===== config.mk =====
export PLATFORM = sky130hd
export DESIGN_NAME = clockgen_trim_status
export DESIGN_NICKNAME = d
export VERILOG_FILES = /design/src/hw/clkgen_pkg.sv /design/src/hw/status_sync.sv /design/src/hw/lock_tracker.sv /design/src/hw/clockgen_trim_status.sv
export SDC_FILE = /design/constraint.sdc
export NUM_CORES = 1
export LEC_CHECK = 0
export BUFFER_PORTS_ARGS = -buffer_cell sky130_fd_sc_hd__clkbuf_2
export CORE_ASPECT_RATIO = 1.5
export CORE_UTILIZATION = 44
export DETAILED_ROUTE_END_ITERATION = 6
export PLACE_DENSITY_LB_ADDON = 0.08
export SLEW_MARGIN = 10
export SYNTH_ARGS = -nofsm -noshare
export SYNTH_HDL_FRONTEND = slang
export SYNTH_SLANG_ARGS = --single-unit

===== constraint.sdc =====
create_clock -name i_sys_clk -period 1.5 [get_ports i_sys_clk]
set_clock_uncertainty 0.15 [all_clocks]
set_input_delay 0.075 -clock i_sys_clk [delete_from_list [all_inputs] [get_ports i_sys_clk]]
set_output_delay 0.075 -clock i_sys_clk [all_outputs]
set_load 0.005 [all_outputs]

===== src/hw/clkgen_pkg.sv =====
// constants for the clock generator trim and status block
package clkgen_pkg;
  // byte offsets on the register bus
  localparam logic [3:0] OFS_TRIM   = 4'h0;
  localparam logic [3:0] OFS_STATUS = 4'h4;
  localparam logic [3:0] OFS_CTRL   = 4'h8;
  // status register field positions
  localparam int LOST_BIT  = 7;
  localparam int LOCK_BIT  = 6;
  localparam int LOOPS_BIT = 5;
  localparam int REFS_BIT  = 4;
  localparam int MODE_LSB  = 2;
  localparam int OSC_BIT   = 1;
  localparam int FINE_BIT  = 0;
  // control register field positions
  localparam int CS_LSB    = 0;
  localparam int REFSEL    = 2;
  localparam int LOOPSEL   = 3;
  localparam int REFDIV_LSB = 4;
  localparam int VCODIV_LSB = 8;
  localparam int OSCREQ    = 12;
  localparam int EXTEN     = 13;
  localparam int IRQEN     = 14;
  localparam int LOWPWR    = 15;
  localparam int CTRL_W    = 16;
  // reset values
  localparam logic [7:0]        TRIM_RESET = 8'h80;
  localparam logic [CTRL_W-1:0] CTRL_RESET = 16'h0104;
  // clock mode codes (select and status)
  localparam logic [1:0] MODE_LOOP = 2'h0;
  localparam logic [1:0] MODE_INT  = 2'h1;
  localparam logic [1:0] MODE_EXT  = 2'h2;
  localparam logic [1:0] MODE_PLL  = 2'h3;
  // stages of the status crossing
  localparam int SYNC_STAGES = 2;
endpackage : clkgen_pkg


===== src/hw/status_sync.sv =====
// per-bit two-stage synchroniser for status fields
`timescale 1ns/1ps
`default_nettype none
module status_sync #(
  parameter int WIDTH = 4
) (
  input  wire logic             i_sys_clk,
  input  wire logic             i_rst_n,
  input  wire logic [WIDTH-1:0] i_level,
  input  wire logic [WIDTH-1:0] i_reset_val,
  output logic      [WIDTH-1:0] o_level
);
  genvar g;
  generate
    for (g = 0; g < WIDTH; g++) begin : g_bit
      logic meta_reg;
      logic meta_next;
      logic sync_reg;
      logic sync_next;
      // first stage read only by the second
      always_comb begin
        meta_next = i_level[g];
        sync_next = meta_reg;
      end
      always_ff @(posedge i_sys_clk) begin
        if (!i_rst_n) begin
          meta_reg <= i_reset_val[g];
          sync_reg <= i_reset_val[g];
        end else begin
          meta_reg <= meta_next;
          sync_reg <= sync_next;
        end
      end
      assign o_level[g] = sync_reg;
    end
  endgenerate
endmodule : status_sync
`default_nettype wire


===== src/hw/lock_tracker.sv =====
// lock indication with hold-off until relock
`timescale 1ns/1ps
`default_nettype none
module lock_tracker (
  input  wire logic i_sys_clk,
  input  wire logic i_rst_n,
  input  wire logic i_detect_en,
  input  wire logic i_raw_lock,
  input  wire logic i_disturb,
  input  wire logic i_drift_out,
  output logic      o_lock,
  output logic      o_lost_event
);
  logic lock_reg, lock_next;
  logic hold_reg, hold_next;
  logic lost_reg, lost_next;

  // hold stays until the loop itself drops lock, so a stale lock never counts
  always_comb begin
    hold_next = hold_reg;
    if (i_disturb || !i_detect_en) hold_next = 1'b1;
    else if (!i_raw_lock) hold_next = 1'b0;
    lost_next = i_detect_en && lock_reg && i_drift_out;
    lock_next = i_detect_en && i_raw_lock && !hold_next && !i_disturb && !i_drift_out;
  end
  always_ff @(posedge i_sys_clk) begin
    if (!i_rst_n) begin
      lock_reg <= 1'b0;
      hold_reg <= 1'b1;
      lost_reg <= 1'b0;
    end else begin
      lock_reg <= lock_next;
      hold_reg <= hold_next;
      lost_reg <= lost_next;
    end
  end
  assign o_lock       = lock_reg;
  assign o_lost_event = lost_reg;
endmodule : lock_tracker
`default_nettype wire


===== src/hw/clockgen_trim_status.sv =====
// trim, control and status registers of the clock generator
`timescale 1ns/1ps
`default_nettype none
module clockgen_trim_status (
  input  wire logic        i_sys_clk,
  input  wire logic        i_rst_n,
  input  wire logic [3:0]  i_address,
  input  wire logic        i_read,
  input  wire logic        i_write,
  input  wire logic [31:0] i_writedata,
  output logic      [31:0] o_readdata,
  output logic             o_waitrequest,
  input  wire logic        i_loop_locked,
  input  wire logic        i_loop_drift_out,
  input  wire logic        i_osc_init_done,
  input  wire logic        i_stop_entry,
  output logic      [7:0]  o_trim_coarse,
  output logic             o_trim_fine,
  output logic      [1:0]  o_clock_mode,
  output logic             o_ref_internal,
  output logic      [2:0]  o_ref_divider,
  output logic      [3:0]  o_vco_divider,
  output logic             o_fll_enable,
  output logic             o_pll_enable,
  output logic             o_lock_lost_irq
);
  logic [7:0]                     trim_reg, trim_next;
  logic                           fine_reg, fine_next;
  logic [clkgen_pkg::CTRL_W-1:0]  ctrl_reg, ctrl_next;
  logic                           lost_reg, lost_next;
  logic                           osc_reg, osc_next;
  logic                           irq_reg, irq_next;
  logic                           disturb_reg, disturb_next;
  logic                           fll_reg, fll_next;
  logic                           pll_reg, pll_next;
  logic                           wait_reg, wait_next;
  logic [31:0]                    rdata_reg, rdata_next;
  logic [3:0]                     sync_in, sync_out;
  logic [1:0]                     mode_st;
  logic                           loop_st, ref_st, lock_now, lost_event;
  logic                           wr_hit, rd_hit, ext_mode, int_mode, lowpwr_mode, pll_ext_mode;
  logic [clkgen_pkg::CTRL_W-1:0]  wr_ctrl;
  logic [1:0]                     cs_sel;
  logic [7:0]                     status_byte;
  logic                           trim_wr, status_wr, ctrl_wr, w1c_hit;

  // bus strobes: a write is taken on the edge where waitrequest is low, a read one edge earlier while it is still high
  assign wr_hit  = i_write && !wait_reg;
  assign rd_hit  = i_read && wait_reg;
  assign wr_ctrl = i_writedata[clkgen_pkg::CTRL_W-1:0];
  // decoded write strobes per register, shared by the checks below
  assign trim_wr   = wr_hit && i_address == clkgen_pkg::OFS_TRIM;
  assign status_wr = wr_hit && i_address == clkgen_pkg::OFS_STATUS;
  assign ctrl_wr   = wr_hit && i_address == clkgen_pkg::OFS_CTRL;
  assign w1c_hit   = status_wr && i_writedata[clkgen_pkg::LOST_BIT];

  // requested clock mode code, reserved select falls back to the loop
  always_comb begin
    cs_sel = ctrl_reg[clkgen_pkg::CS_LSB +: 2];
    if (cs_sel == clkgen_pkg::MODE_PLL) cs_sel = clkgen_pkg::MODE_LOOP;
    sync_in = {cs_sel == clkgen_pkg::MODE_LOOP && ctrl_reg[clkgen_pkg::LOOPSEL] ? clkgen_pkg::MODE_PLL : cs_sel,
               ctrl_reg[clkgen_pkg::REFSEL], ctrl_reg[clkgen_pkg::LOOPSEL]};
  end

  // status follows the selects only after the crossing delay
  status_sync #(.WIDTH(4)) u_sync (
    .i_sys_clk   (i_sys_clk),
    .i_rst_n     (i_rst_n),
    .i_level     (sync_in),
    .i_reset_val (4'h0),
    .o_level     (sync_out)
  );
  assign mode_st = sync_out[3:2];
  assign ref_st  = sync_out[1];
  assign loop_st = sync_out[0];

  // operating mode decode from the synchronised status
  always_comb begin
    lowpwr_mode  = ctrl_reg[clkgen_pkg::LOWPWR] &&
                   (mode_st == clkgen_pkg::MODE_INT || mode_st == clkgen_pkg::MODE_EXT);
    int_mode     = ref_st;
    ext_mode     = !ref_st;
    pll_ext_mode = ext_mode && loop_st &&
                   (mode_st == clkgen_pkg::MODE_PLL || mode_st == clkgen_pkg::MODE_EXT) && !lowpwr_mode;
  end

  lock_tracker u_lock (
    .i_sys_clk    (i_sys_clk),
    .i_rst_n      (i_rst_n),
    .i_detect_en  (fll_reg || pll_reg),
    .i_raw_lock   (i_loop_locked),
    .i_disturb    (disturb_reg || i_stop_entry || lowpwr_mode),
    .i_drift_out  (i_loop_drift_out),
    .o_lock       (lock_now),
    .o_lost_event (lost_event)
  );

  assign status_byte = {lost_reg, lock_now, loop_st, ref_st, mode_st, osc_reg, fine_reg};

  // register writes, sticky flags and derived controls
  always_comb begin
    trim_next    = trim_reg;
    fine_next    = fine_reg;
    ctrl_next    = ctrl_reg;
    disturb_next = 1'b0;
    if (wr_hit && i_address == clkgen_pkg::OFS_TRIM) begin
      trim_next = i_writedata[7:0];
      disturb_next = (trim_next != trim_reg) && int_mode && !lowpwr_mode &&
                     mode_st != clkgen_pkg::MODE_EXT;
    end
    if (wr_hit && i_address == clkgen_pkg::OFS_STATUS)
      fine_next = i_writedata[clkgen_pkg::FINE_BIT];
    if (wr_hit && i_address == clkgen_pkg::OFS_CTRL) begin
      ctrl_next = wr_ctrl;
      disturb_next = wr_ctrl[clkgen_pkg::REFSEL] != ctrl_reg[clkgen_pkg::REFSEL] ||
                     wr_ctrl[clkgen_pkg::LOOPSEL] != ctrl_reg[clkgen_pkg::LOOPSEL] ||
                     wr_ctrl[clkgen_pkg::REFDIV_LSB +: 3] != ctrl_reg[clkgen_pkg::REFDIV_LSB +: 3] ||
                     (pll_ext_mode &&
                      wr_ctrl[clkgen_pkg::VCODIV_LSB +: 4] != ctrl_reg[clkgen_pkg::VCODIV_LSB +: 4]);
    end
    // set wins over the write-one clear
    lost_next = lost_reg;
    if (wr_hit && i_address == clkgen_pkg::OFS_STATUS && i_writedata[clkgen_pkg::LOST_BIT])
      lost_next = 1'b0;
    if (lost_event) lost_next = 1'b1;
    irq_next = lost_reg && ctrl_reg[clkgen_pkg::IRQEN];
    // oscillator ready: clear cases first, set only when requested and in use
    osc_next = osc_reg;
    if (!ctrl_reg[clkgen_pkg::OSCREQ] || (int_mode && !ctrl_reg[clkgen_pkg::EXTEN]))
      osc_next = 1'b0;
    else if (i_osc_init_done && (ctrl_reg[clkgen_pkg::EXTEN] || ext_mode))
      osc_next = 1'b1;
    // unselected loop off; both off in low-power bypass
    pll_next = ctrl_reg[clkgen_pkg::LOOPSEL] && !lowpwr_mode;
    fll_next = !ctrl_reg[clkgen_pkg::LOOPSEL] && !lowpwr_mode;
  end

  always_ff @(posedge i_sys_clk) begin
    if (!i_rst_n) begin
      trim_reg    <= clkgen_pkg::TRIM_RESET;
      fine_reg    <= 1'b0;
      ctrl_reg    <= clkgen_pkg::CTRL_RESET;
      lost_reg    <= 1'b0;
      osc_reg     <= 1'b0;
      irq_reg     <= 1'b0;
      disturb_reg <= 1'b0;
      fll_reg     <= 1'b0;
      pll_reg     <= 1'b0;
    end else begin
      trim_reg    <= trim_next;
      fine_reg    <= fine_next;
      ctrl_reg    <= ctrl_next;
      lost_reg    <= lost_next;
      osc_reg     <= osc_next;
      irq_reg     <= irq_next;
      disturb_reg <= disturb_next;
      fll_reg     <= fll_next;
      pll_reg     <= pll_next;
    end
  end

  // bus handshake: one wait cycle, then a single low cycle carrying data
  always_comb begin
    wait_next  = !((i_read || i_write) && wait_reg);
    rdata_next = rdata_reg;
    if (rd_hit) begin
      case (i_address)
        clkgen_pkg::OFS_TRIM:   rdata_next = {24'h00_0000, trim_reg};
        clkgen_pkg::OFS_STATUS: rdata_next = {24'h00_0000, status_byte};
        clkgen_pkg::OFS_CTRL:   rdata_next = {16'h0000, ctrl_reg};
        default:                rdata_next = 32'h0000_0000;
      endcase
    end
  end
  always_ff @(posedge i_sys_clk) begin
    if (!i_rst_n) begin
      wait_reg  <= 1'b1;
      rdata_reg <= 32'h0000_0000;
    end else begin
      wait_reg  <= wait_next;
      rdata_reg <= rdata_next;
    end
  end

  assign o_readdata      = rdata_reg;
  assign o_waitrequest   = wait_reg;
  assign o_trim_coarse   = trim_reg;
  assign o_trim_fine     = fine_reg;
  assign o_clock_mode    = ctrl_reg[clkgen_pkg::CS_LSB +: 2];
  assign o_ref_internal  = ctrl_reg[clkgen_pkg::REFSEL];
  assign o_ref_divider   = ctrl_reg[clkgen_pkg::REFDIV_LSB +: 3];
  assign o_vco_divider   = ctrl_reg[clkgen_pkg::VCODIV_LSB +: 4];
  assign o_fll_enable    = fll_reg;
  assign o_pll_enable    = pll_reg;
  assign o_lock_lost_irq = irq_reg;
endmodule : clockgen_trim_status
`default_nettype wire


# --- Word-level counts from Yosys, hierarchy flattened ---
# Index checks and enable logic that the tools add are counted.
totals:
  register_bits: 75
classes:
  eq_ne: 12
  n_mux: 9
  n_bitwise: 1
  reduce_logical: 54
ops:
  columns: ["operator", "n"]
  rows:
  - ["case mux 16 bit (3 select lines)", 1]
  - ["logical AND 1 bit", 27]
  - ["logical OR 1 bit", 12]
  - ["zero test 1 bit", 11]
  - ["inequality test 8 bit", 1]
  - ["equality test 2 bit, second input constant", 3]
  - ["2-to-1 mux 1 bit", 6]
  - ["equality test 4 x 3 -> 1 bit, second input constant", 1]
  - ["equality test 4 bit, second input constant", 1]
  - ["zero test 4 bit", 1]
  - ["2-to-1 mux 2 bit", 2]
  - ["inequality test 4 bit", 1]
  - ["inequality test 3 bit", 1]
  - ["equality test 2 x 1 -> 1 bit, second input constant", 1]
  - ["zero test 2 bit", 1]
  - ["inequality test 1 bit", 2]
  - ["inequality test 2 bit, second input constant", 1]
  - ["nonzero test 2 bit", 1]
  - ["OR reduction 2 bit", 1]
  - ["NOT 1 bit", 1]

# --- Depth between registers and ports, before layout ---
# Gate-level depths: netlist of run 1.
depth:
  word_depth: 10
  depth_mapped: 6

# --- Hierarchy ---
# Synthesis of run 1 repeated with hierarchy kept, for this count alone.
unflattened:
  hier_cells: 278
  hier_area_um2: 2872.8
modules_own_cells:
  columns: ["mod", "n_inst", "cells_each", "area_each_um2", "seq_area_each_um2"]
  rows:
  - ["clockgen_trim_status", 1, 250, 2437.3, 960.9]
  - ["status_sync", 1, 21, 321.6, 160.2]
  - ["lock_tracker", 1, 7, 113.9, 60.1]

# --- Least setup slack after synthesis of run 1 ---
# Ideal clock, no wire load.
synth_path:
  path_type: "register to register"
  start: "register u_sync.g_bit[2].sync_reg"
  end: "register disturb_reg"
  setup_ps: 117
  arrival_time_ps: 1264
  slack_ps: -32
  path_stages_with_launch: 7
  path_buffers: 0
  period_less_slack_ps: 1532
  path_cell_list: "dfxtp_1 > inv_1 > ha_1 > nand2b_1 > o2111ai_1 > o2111ai_1 > a32o_1"
synth_between:
  elab_chain_cells: 8
synth_lines:
  columns: ["element", "line_no", "rtl"]
  rows:
  - ["from (decl)", "status_sync.sv:18", "logic sync_reg;"]
  - ["from (signal assigned)", "status_sync.sv:28", "sync_reg <= i_reset_val[g];"]
  - ["from (signal assigned)", "status_sync.sv:31", "sync_reg <= sync_next;"]
  - ["equality test 2 x 1 -> 1 bit / equality test 2 bit (equally long branches)", "clockgen_trim_status.sv:80, clockgen_trim_status.sv:84", null]
  - ["logical OR 1 bit", "clockgen_trim_status.sv:80", "(mode_st == clkgen_pkg::MODE_INT || mode_st == clkgen_pkg::MODE_EXT);"]
  - ["logical AND 1 bit", "clockgen_trim_status.sv:79", "lowpwr_mode = ctrl_reg[clkgen_pkg::LOWPWR] &&"]
  - ["zero test 1 bit", "clockgen_trim_status.sv:84, clockgen_trim_status.sv:108", null]
  - ["logical AND 1 bit (on tied branches)", "clockgen_trim_status.sv:108, clockgen_trim_status.sv:84", null]
  - ["logical AND 1 bit (on tied branches)", "clockgen_trim_status.sv:108, clockgen_trim_status.sv:118", null]
  - ["2-to-1 mux 1 bit / logical OR 1 bit (equally long branches)", "clockgen_trim_status.sv:106, clockgen_trim_status.sv:117", null]
  - ["2-to-1 mux 1 bit *", "clockgen_trim_status.sv:113", "if (wr_hit && i_address == clkgen_pkg::OFS_CTRL) begin"]
  - ["to (signal assigned)", "clockgen_trim_status.sv:156", "disturb_reg <= disturb_next;"]
  - ["to (decl)", "clockgen_trim_status.sv:33", "logic disturb_reg, disturb_next;"]
# Mark *: on every way between the ends. The rest lies on a longest branch, timed or not.
# A chain may end at the register's enable or synchronous reset.

# --- Worst setup path in the final report of run 1 ---
layout_path:
  start: "input i_write"
  end: "register disturb_reg"
layout_between:
  elab_chain_cells: 4
layout_lines:
  columns: ["element", "line_no", "rtl"]
  rows:
  - ["from (decl)", "clockgen_trim_status.sv:9", "input wire logic i_write,"]
  - ["logical AND 1 bit *", "clockgen_trim_status.sv:48", "assign wr_hit = i_write && !wait_reg;"]
  - ["logical AND 1 bit", "clockgen_trim_status.sv:106", "if (wr_hit && i_address == clkgen_pkg::OFS_TRIM) begin"]
  - ["2-to-1 mux 1 bit", "clockgen_trim_status.sv:106", null]
  - ["2-to-1 mux 1 bit *", "clockgen_trim_status.sv:113", null]
# Marks and branches as above.

==> out/results.ini, run 1 <==
[logic_synthesis]
netlist.area_leader.share_pct=43.8
yosys_warnings=0
synth_cell_types=37
synth_enable_flop_cells=0
synth_top_cell_by_area=dfxtp_1
avgSynthCellArea_um2=9.20
async_flop_share_pct=0
synth_ff_type=dfxtp_1
synth_cells=293
seq_area_frac_synth_pct=43.8
synth.top_cells.by_area=dfxtp_1 (44%), nand2_1 (7.7%), buf_4 (7.2%), xor2_1 (4.9%), a21boi_0 (4.2%)
ys_ff_latch=59
synth.cell_area_um2=2700

[setup_path]
endpoint=disturb_reg
r2r_slack_ns=0.007
worstSetupStartpoint=i_write
worst_r2r_path_depth=6
r2r-end=disturb_reg
worstPathArrival_ns=1.58
worstReg2RegStart=u_sync.g_bit[2].sync_reg
crit_fanout=8
critical_path_class=primary input to flop
critPathLaunchType=primary input
end_kind=flop
worst-endpoint-required_ns=1.58

[global_routing]
grt_max_degree=20
grt_pass1_vias=2204
antenna_found_initial=0
overflow=0
grt_pass1_wl_um=10300
grt_usage_pct=21.3

[power_and_ir_drop]
p_per_area_nw_per_um2=953
finalPower_uw=3510
power_leakage_uw=0.00163
ir_worst_vdd_mv=0.651

[routing]
initialDrtViolationCount=34
drtPass1Iterations=4
num_vias=2297
wire_per_inst_um=14.2
drt-total-wl_um=6730
viasPerCell=4.85
drc=0
ant_nets=0

[clock_network]
clk_latency_ns=0.34
cts_buffers=9
root_buffer=clkbuf_8
clk_pin_slew_ns=0.07
clkSinkCount=59
cts_buffer_depth=2
h-tree-depth=3
cts_tree=built

[placed_design]
gp_congestion=0.821
portBuffers=66
post-dp-hpwl_um=4750

[timing]
setup_tns_ns=0
setup_violations=0
period_share_pct=99.5
hold_viol=0
post-route-min-period_ns=1.49
clock.fmax_mhz=670
rsz0062_at_grt=true
slew_viol_final=0

[die]
core-area_um2=5870
die_area_um2=6450
dieHeight_um=97.9
ioPinCount=99
num_rows=34
die_w_um=65.9
start_util_pct=45.9

[final_layout]
layout.cells.most_common_list=clkbuf_2 (64), dfxtp_1 (55), nand2_1 (54)
final_common_cell=clkbuf_2
antenna_cells=0
nets=445
drive_gt1_share_pct=32.3
synthToLayoutAreaGrowth_pct=36.7
fillCellCount=559

[status]
status=completed

[flow_run]
drv_cap=0

[hold_path]
min_path_type=primary input to flop

==> through the flow <==
stage | area (um2) | util, % | setup WS, ns | std cells | hold slack, ns
floorplan | 2760 | - | 0.000975 | 308 | 0.00115
global placement | 3140 | 53.5 | -0.0112 | 433 | 0.124
detailed placement | 3140 | 53.5 | -0.0397 | 433 | 0.132
CTS | 3610 | 61.6 | 0.00431 | 473 | 0.0313
global route | 3680 | 62.8 | -0.0520 | 474 | 0.0527
finish | 3680 | 62.8 | 0.00738 | 474 | 0.0262
==> logic make-up after synthesis <==
logic type | count (synthesis) | synth area share (%)
muxes | 17 | 6.69
adders and majority gates | 4 | 1.86
buffers and inverters | 42 | 9.93
and+or+nand+nor | 105 | 19.2
other | 1 | 0.139
DFF | 59 | 43.8
AOI/OAI and AO/OA | 48 | 12.8
xor gates and xnor gates | 17 | 5.52
==> area by class of cell <==
cell class / instances / area, um2 / share of cell area, %
flip-flops and latches: 59 / 1190 / 32.2
multi-input cells: 207 / 1350 / 36.6
repair buffers: 116 / 817 / 22.2
well taps: 72 / 90.1 / 2.44
clock inverters: 4 / 72.6 / 1.97
clock buffers: 12 / 155 / 4.21
inverters: 4 / 15.0 / 0.407
==> where the power goes <==
| part | internal [uW] | total, uW | switching [uW] |
|---|---|---|---|
| combinational | 144 | 282 | 138 |
| clock | 1020 | 1640 | 620 |
| sequential | 1580 | 1590 | 8.04 |
==> routing by layer <==
metal / up-vias / part of all wire [%] / GRT usage [%]
met5: - / 0 / 0
met1: 1077 / 40 / 22.6
met4: 0 / 1.9 / 12.5
li1: 1154 / - / -
met3: 11 / 3.0 / 2.80
met2: 55 / 55 / 38.3
==> cell usage after synthesis (2+ instances only) <==
library cell and instances:
xor2_1 15, a22oi_1 8, nand3_1 12, o21a_1 3
nor2b_1 9, and3_1 3, mux2_2 8, o21ai_0 8
inv_1 4, o2111ai_1 2, mux2i_1 9, buf_2 4
xnor2_1 2, and2_1 10, nor4_1 4, a21boi_1 8
nand2_1 55, a21boi_0 15, buf_4 26, nor2_1 5
ha_1 4, dfxtp_1 59, clkbuf_1 6
==> worst max-delay path, stage by stage <==
cell and delay (ns):
dlygate4sd3_1 0.54, clkbuf_2 0.12, nor2b_2 0.16, buf_4 0.14, and2_4 0.15, clkbuf_16 0.16
a32o_1 0.23
==> how the worst min path moves through the flow <==
stage,from,end,cells past startpoint
CTS,i_rst_n,o_trim_coarse[7],3
finish,i_rst_n,o_trim_coarse[7],3
floorplan,i_loop_drift_out,u_lock.o_lock,1
global route,i_rst_n,ctrl_reg[8],3
detailed placement,i_loop_drift_out,u_lock.o_lock,2
global placement,i_loop_drift_out,u_lock.o_lock,2
==> repair_timing <==
item                                   CTS  global route
endpoints found under the hold margin   31             0
hold buffers                            24             0
pin swaps                                2             4
gates resized for setup                  2            12
setup buffers                            0             2
gates cloned                             0             1
setup endpoints to repair                1            14
Power figures use the tool's default switching activity.
==> run 2, diff against run 1 <==
--- a/config.mk
+++ b/config.mk
@@ -10,6 +10,7 @@
 export CORE_UTILIZATION = 44
 export DETAILED_ROUTE_END_ITERATION = 6
 export PLACE_DENSITY_LB_ADDON = 0.08
+export REMOVE_ABC_BUFFERS = 1
 export SLEW_MARGIN = 10
 export SYNTH_ARGS = -nofsm -noshare
 export SYNTH_HDL_FRONTEND = slang
==> out/results.ini, run 2 (same netlist as run 1, synthesis figures left out) <==
[routing]
top_layer=met4
initialDrtViolationCount=125  ; +270%
drtPass1Iterations=5  ; +1
num_vias=2359  ; +2.7%
drc=0  ; unchanged
ant_nets=0  ; unchanged
drt-total-wl_um=6890  ; +2.4%
wire_per_inst_um=14.2  ; +0.29%
viasPerCell=4.87  ; +0.58%
drt-met1-wl_um=2940  ; +9.5%
dr_wl_met3_um=282  ; +40%
route.met2.wl_um=3510  ; -5.7%

[final_layout]
layout.cells.most_common_list=clkbuf_2 (66), dfxtp_1 (58), nand2_1 (55)
final_common_cell=clkbuf_2
drive_gt1_share_pct=33.0  ; +0.67 points
nets=455  ; +2.2%
fillCellCount=547  ; -2.1%
antenna_cells=0  ; unchanged
final_cell_area_um2=3650  ; -1.1%
instances_no_fill=484  ; +2.1%
synthToLayoutAreaGrowth_pct=35.3

[die]
dieHeight_um=97.9  ; unchanged
start_util_pct=45.9  ; unchanged
die_w_um=65.9  ; unchanged
num_rows=34  ; unchanged
core-area_um2=5870  ; unchanged
die_area_um2=6450  ; unchanged
ioPinCount=99  ; unchanged

[placed_design]
gp_congestion=0.811  ; -1.2%
portBuffers=66  ; unchanged
pre_cts_ws_ns=-0.128  ; -0.0884 ns
placed_cells=444  ; +2.5%
place_area_um2=3200  ; +2.0%
post-dp-hpwl_um=5010  ; +5.6%

[setup_path]
critPathLaunchType=flop
end_kind=flop
worst-endpoint-required_ns=1.58  ; about the same
critical_path_class=flop to flop
crit_fanout=2  ; -6
worstReg2RegStart=u_sync.g_bit[3].sync_reg
worstSetupStartpoint=u_sync.g_bit[3].sync_reg
r2r_slack_ns=-0.02  ; -0.03 ns
worstPathArrival_ns=1.60  ; +0.02 ns

[clock_network]
root_buffer=clkbuf_8
cts_buffer_depth=2  ; unchanged
cts_tree=built
clk_pin_slew_ns=0.07  ; about the same
cts_buffers=9  ; unchanged
clkSinkCount=59  ; unchanged
clk_latency_ns=0.34  ; about the same
h-tree-depth=3  ; unchanged

[timing]
hold_viol=0  ; unchanged
fin_hold_ws_ns=0.0181  ; -0.00806 ns
clock.fmax_mhz=657  ; -1.9%
rsz0062_at_grt=true
setup_violations=1  ; +1
setup_tns_ns=-0.0218  ; -0.0218 ns
post-route-min-period_ns=1.52  ; +0.0292 ns
period_share_pct=101  ; +1.9 points
slew_viol_final=0  ; unchanged
layout_setup_ws_ns=-0.0218  ; -0.0292 ns

[power_and_ir_drop]
ir_worst_vdd_mv=0.558  ; -14%
power_leakage_uw=0.00164  ; +0.64%
p_per_area_nw_per_um2=844  ; -11%

[status]
status=finished, violations left
violations=negative setup slack

[global_routing]
grt_usage_pct=23.1  ; +1.8 points
antenna_found_initial=0  ; unchanged
overflow=0  ; unchanged
grt_max_degree=14  ; -30%
grt_pass1_wl_um=11000  ; +7.6%
grt_pass1_vias=2287  ; +3.8%

[hold_path]
min_path_type=primary input to flop
min-delay-start=i_rst_n

[flow_run]
drv_cap=0  ; unchanged

-- run 2: cell types whose count changed in the layout (fill, tap and decap cells not counted), sizes merged --
cell,delta
buf,+10
clkbuf,-1
bufinv,-2
dlygate4sd3,-1
clkinv,+4
-- run 2: final cells by class --
cell class | count | area [um2] | share of cell area [%]
multi-input cells | 207 | 1340 | 36.9
flip-flops and latches | 59 | 1180 | 32.4
clock inverters | 6 | 32.5 | 0.892
well taps | 72 | 90.1 | 2.47
clock buffers | 10 | 128 | 3.50
repair buffers | 126 | 855 | 23.4
inverters | 4 | 15.0 | 0.412
-- run 2: worst max-delay path, cell delays in order, from the launching register on --
cell and delay [ns]:
dfxtp_1 0.34, buf_4 0.14, ha_1 0.21, o2111ai_2 0.17
o2111ai_1 0.15, a32o_1 0.27
-- run 2: final timing paths --
path | endpoint | cells past startpoint
worst max-delay path | disturb_reg | 5
worst min-delay path | ctrl_reg[8] | 3
worst min register to register | u_sync.g_bit[2].sync_reg | 1
worst max register to register | disturb_reg | 5
-- run 2: power by group --
part / leakage [uW] / internal (uW) / switching [uW]
Clock: 0.0000856 / 583 / 617
Combinational: 0.00108 / 146 / 145
Sequential: 0.000477 / 1580 / 6.82
-- run 2: what timing repair did --
action	4_1_cts	5_1_grt
gates resized for setup	2	7
cloned	0	0
setup endpoints to repair	1	7
setup buffers	1	1
pin swaps	3	3
endpoints found under the hold margin	33	0
hold buffers	23	0
-- run 2: per-layer routing --
| layer | global-route usage, % | vias up |
|---|---|---|
| met2 | 38.7 | 78 |
| met1 | 27.4 | 1088 |
| met5 | 0 | - |
| li1 | - | 1179 |
| met3 | 4.79 | 14 |
| met4 | 10.7 | 0 |
-- run 2: metrics by stage --
stage          util (%)  total power [uW]
3_3_place_gp       54.5              1860
3_5_place_dp       54.5              1860
4_1_cts            61.3              3100
5_1_grt            62.1              3200
2_1_floorplan         -              1710
6_report           62.1              3080
==> run 3, diff against run 2 <==
--- a/config.mk
+++ b/config.mk
@@ -7,11 +7,11 @@
 export LEC_CHECK = 0
 export BUFFER_PORTS_ARGS = -buffer_cell sky130_fd_sc_hd__clkbuf_2
 export CORE_ASPECT_RATIO = 1.5
-export CORE_UTILIZATION = 44
+export CORE_UTILIZATION = 45
 export DETAILED_ROUTE_END_ITERATION = 6
 export PLACE_DENSITY_LB_ADDON = 0.08
-export REMOVE_ABC_BUFFERS = 1
 export SLEW_MARGIN = 10
 export SYNTH_ARGS = -nofsm -noshare
 export SYNTH_HDL_FRONTEND = slang
+export SYNTH_HIERARCHICAL = 1
 export SYNTH_SLANG_ARGS = --single-unit
==> out/results.ini, run 3 <==
[placed_design]
post-dp-hpwl_um=4480  ; -11%
gp_congestion=0.735  ; -9.4%
pre_cts_ws_ns=-0.0577  ; +0.0704 ns
place_area_um2=3280  ; +2.5%
portBuffers=66  ; unchanged

[routing]
initialDrtViolationCount=56  ; -55%
viasPerCell=4.70  ; -3.5%
num_vias=2149  ; -8.9%
drtPass1Iterations=4  ; -1
wire_per_inst_um=13.7  ; -4.1%
ant_nets=0  ; unchanged
drc=0  ; unchanged
drt-total-wl_um=6240  ; -9.4%

[global_routing]
grt_usage_pct=20.2  ; -2.9 points
grt_max_degree=52  ; +38
grt_pass1_vias=2051  ; -10%
antenna_found_initial=0  ; unchanged
grt_pass1_wl_um=9800  ; -11%
overflow=0  ; unchanged

[status]
status=finished, violations left
violations=negative setup slack

[die]
num_rows=35  ; +2.9%
dieHeight_um=99.9  ; +2.0%
start_util_pct=46.9  ; +0.95 points
die_area_um2=6710  ; +4.1%
die_w_um=67.2  ; +2.0%
core-area_um2=6130  ; +4.4%
ioPinCount=99  ; unchanged

[setup_path]
critPathMaxStageDelay_ns=0.32  ; -0.02 ns
critPathLaunchType=flop
crit_fanout=2  ; unchanged
crit_chain=buf_4 -> ha_2 -> o2111ai_4 -> o2111ai_2 -> a32o_1
critical_path_buf_inv_count=1  ; unchanged
end_kind=flop
worstPathArrival_ns=1.58  ; -0.02 ns
worst-endpoint-required_ns=1.57  ; about the same
worstReg2RegStart=u_sync/g_bit[2].sync_reg
worstSetupStartpoint=u_sync/g_bit[2].sync_reg
critical_path_class=flop to flop
r2r_slack_ns=-0.006  ; +0.02 ns
critPathSlowestCell=dfxtp_2
critical_path.top_delay_family=compound AO/OA/AOI/OAI gates

[power_and_ir_drop]
p_int_uw=2580  ; +12%
comb_power_share_pct=10.1  ; +0.7 points
pwr-share-seq_pct=47.9  ; -3.6 points
ir_worst_vdd_mv=0.597  ; +6.9%
p_per_area_nw_per_um2=894  ; +6.0%
switchingPower_uw=782  ; +1.7%
power_leakage_uw=0.00182  ; +11%
finalPower_uw=3360  ; +9.2%
swShare_pct=23.3  ; -1.7 points
clockPowerShare_pct=42.1  ; +3.1 points

[timing]
fin_hold_ws_ns=0.0209  ; +0.00277 ns
clock.fmax_mhz=664  ; +1.1%
rsz0062_at_grt=true
period_share_pct=100  ; -1.1 points
hold_viol=0  ; unchanged
setup_violations=1  ; unchanged
post-route-min-period_ns=1.51  ; -0.0160 ns
layout_setup_ws_ns=-0.00585  ; +0.0160 ns
slew_viol_final=0  ; unchanged

[logic_synthesis]
async_flop_share_pct=0  ; unchanged
seq_area_frac_synth_pct=41.1  ; -2.7 points
ys_ff_latch=59  ; unchanged
synth_cell_types=45  ; +22%
synth.most_common_cell=dfxtp_1
synth_enable_flop_cells=0  ; unchanged
synth.cell_area_um2=2870  ; +6.6%
synth_top_cell_by_area=dfxtp_1
synth.top_cells.by_area=dfxtp_1 (41%), mux2i_1 (8.4%), buf_4 (7.8%), nor2b_1 (6.8%), xor2_1 (4.6%)
synth_common_cells=dfxtp_1 (59), nor2b_1 (31), buf_4 (30)
netlist.area_leader.share_pct=41.1  ; -2.7 points
avgSynthCellArea_um2=10.3  ; +12%
yosys_warnings=6  ; +6
synth_ff_type=dfxtp_1
synth_cells=278  ; -5.1%

[hold_path]
min-delay-start=i_rst_n
min_path_type=primary input to flop

[final_layout]
layout.cells.most_common_list=clkbuf_2 (66), dfxtp_1 (55), nor2b_1 (30)
antenna_cells=0  ; unchanged
drive_gt1_share_pct=35.2  ; +2.2 points
final_cell_area_um2=3760  ; +3.1%
fillCellCount=553  ; +1.1%
nets=426  ; -6.4%
final_util_pct=61.3  ; -0.82 points
synthToLayoutAreaGrowth_pct=30.8
final_common_cell=clkbuf_2

[clock_network]
h-tree-depth=3  ; unchanged
cts_buffer_depth=2  ; unchanged
clk_pin_slew_ns=0.06  ; about the same
cts_tree=built
cts_buffers=9  ; unchanged
root_buffer=clkbuf_8
clkSinkCount=59  ; unchanged
clk_latency_ns=0.34  ; about the same
postCtsSetupBuffers=0  ; -1

[flow_run]
drv_cap=0  ; unchanged

[run 3: cell count changes after synthesis, moves of 9 or more]
| cell | change |
|---|---|
| a21boi_0 | -15 |
| nand2_1 | -36 |
| nand3_1 | -10 |
| and2_1 | -9 |
| nor2b_1 | +22 |
| mux2i_1 | +15 |
[run 3: path summary, 6_finish.rpt]
path,to,cells past startpoint
setup reg to reg,disturb_reg,5
hold / removal,o_trim_coarse[7],3
hold reg to reg,u_lock/o_lock,1
setup / recovery,disturb_reg,5
[run 3: per-layer routing]
layer	up-vias	GRT usage [%]	routed length [um]
met2	50	34.3	3190
li1	1104	-	-
met4	0	10.3	122
met5	-	0	0
met3	9	4.66	236
met1	986	22.9	2690
[run 3: cell families after synthesis]
group                    synth area share, %
XOR/XNOR                                5.18
AND/OR/NAND/NOR                         16.3
flip-flops                              41.1
multiplexers                            15.7
buffers and inverters                   11.5
other                                  0.131
adder cells (fa/ha/maj)                 1.74
AO/OA/AOI/OAI                           8.28
[run 3: layout make-up]
cell class,instances,area [um2],area share [%]
clock buffer,11,141,3.76
inverter,5,18.8,0.500
clock inverter,5,52.6,1.40
multi-input combinational,195,1530,40.7
timing repair buffer,108,738,19.6
tap,74,92.6,2.46
sequential,59,1190,31.6
[run 3: repair_timing]
| action | 4_1_cts | 5_1_grt |
|---|---|---|
| hold buffers | 22 | 0 |
| hold endpoints to repair | 31 | 0 |
| endpoints found under the setup margin | 1 | 29 |
| pin swaps | 1 | 3 |
| resized for setup | 6 | 9 |
[run 3: power groups by stage]
stage / sequential (uW) / clock [uW] / combinational (uW)
6_report: 1610 / 1410 / 338
2_1_floorplan: 1640 / 0 / 205
3_5_place_dp: 1640 / 0 / 278
3_3_place_gp: 1640 / 0 / 276
5_1_grt: 1610 / 1520 / 370
4_1_cts: 1610 / 1460 / 332
[run 3: worst register-to-register path, delay by kind of cell (launching register included)]
family                   cells  cell delay (ns)
AO/OA/AOI/OAI                3             0.60
adder cells (fa/ha/maj)      1             0.19
buffers and inverters        1             0.13
flip-flops                   1             0.32
[run 3: through the flow]
step / TNS [ns] / cells
CTS: 0 / 457
global placement: -0.0161 / 419
floorplan: 0 / 301
finish: -0.00585 / 457
global route: -0.0528 / 457
detailed placement: -0.0577 / 419
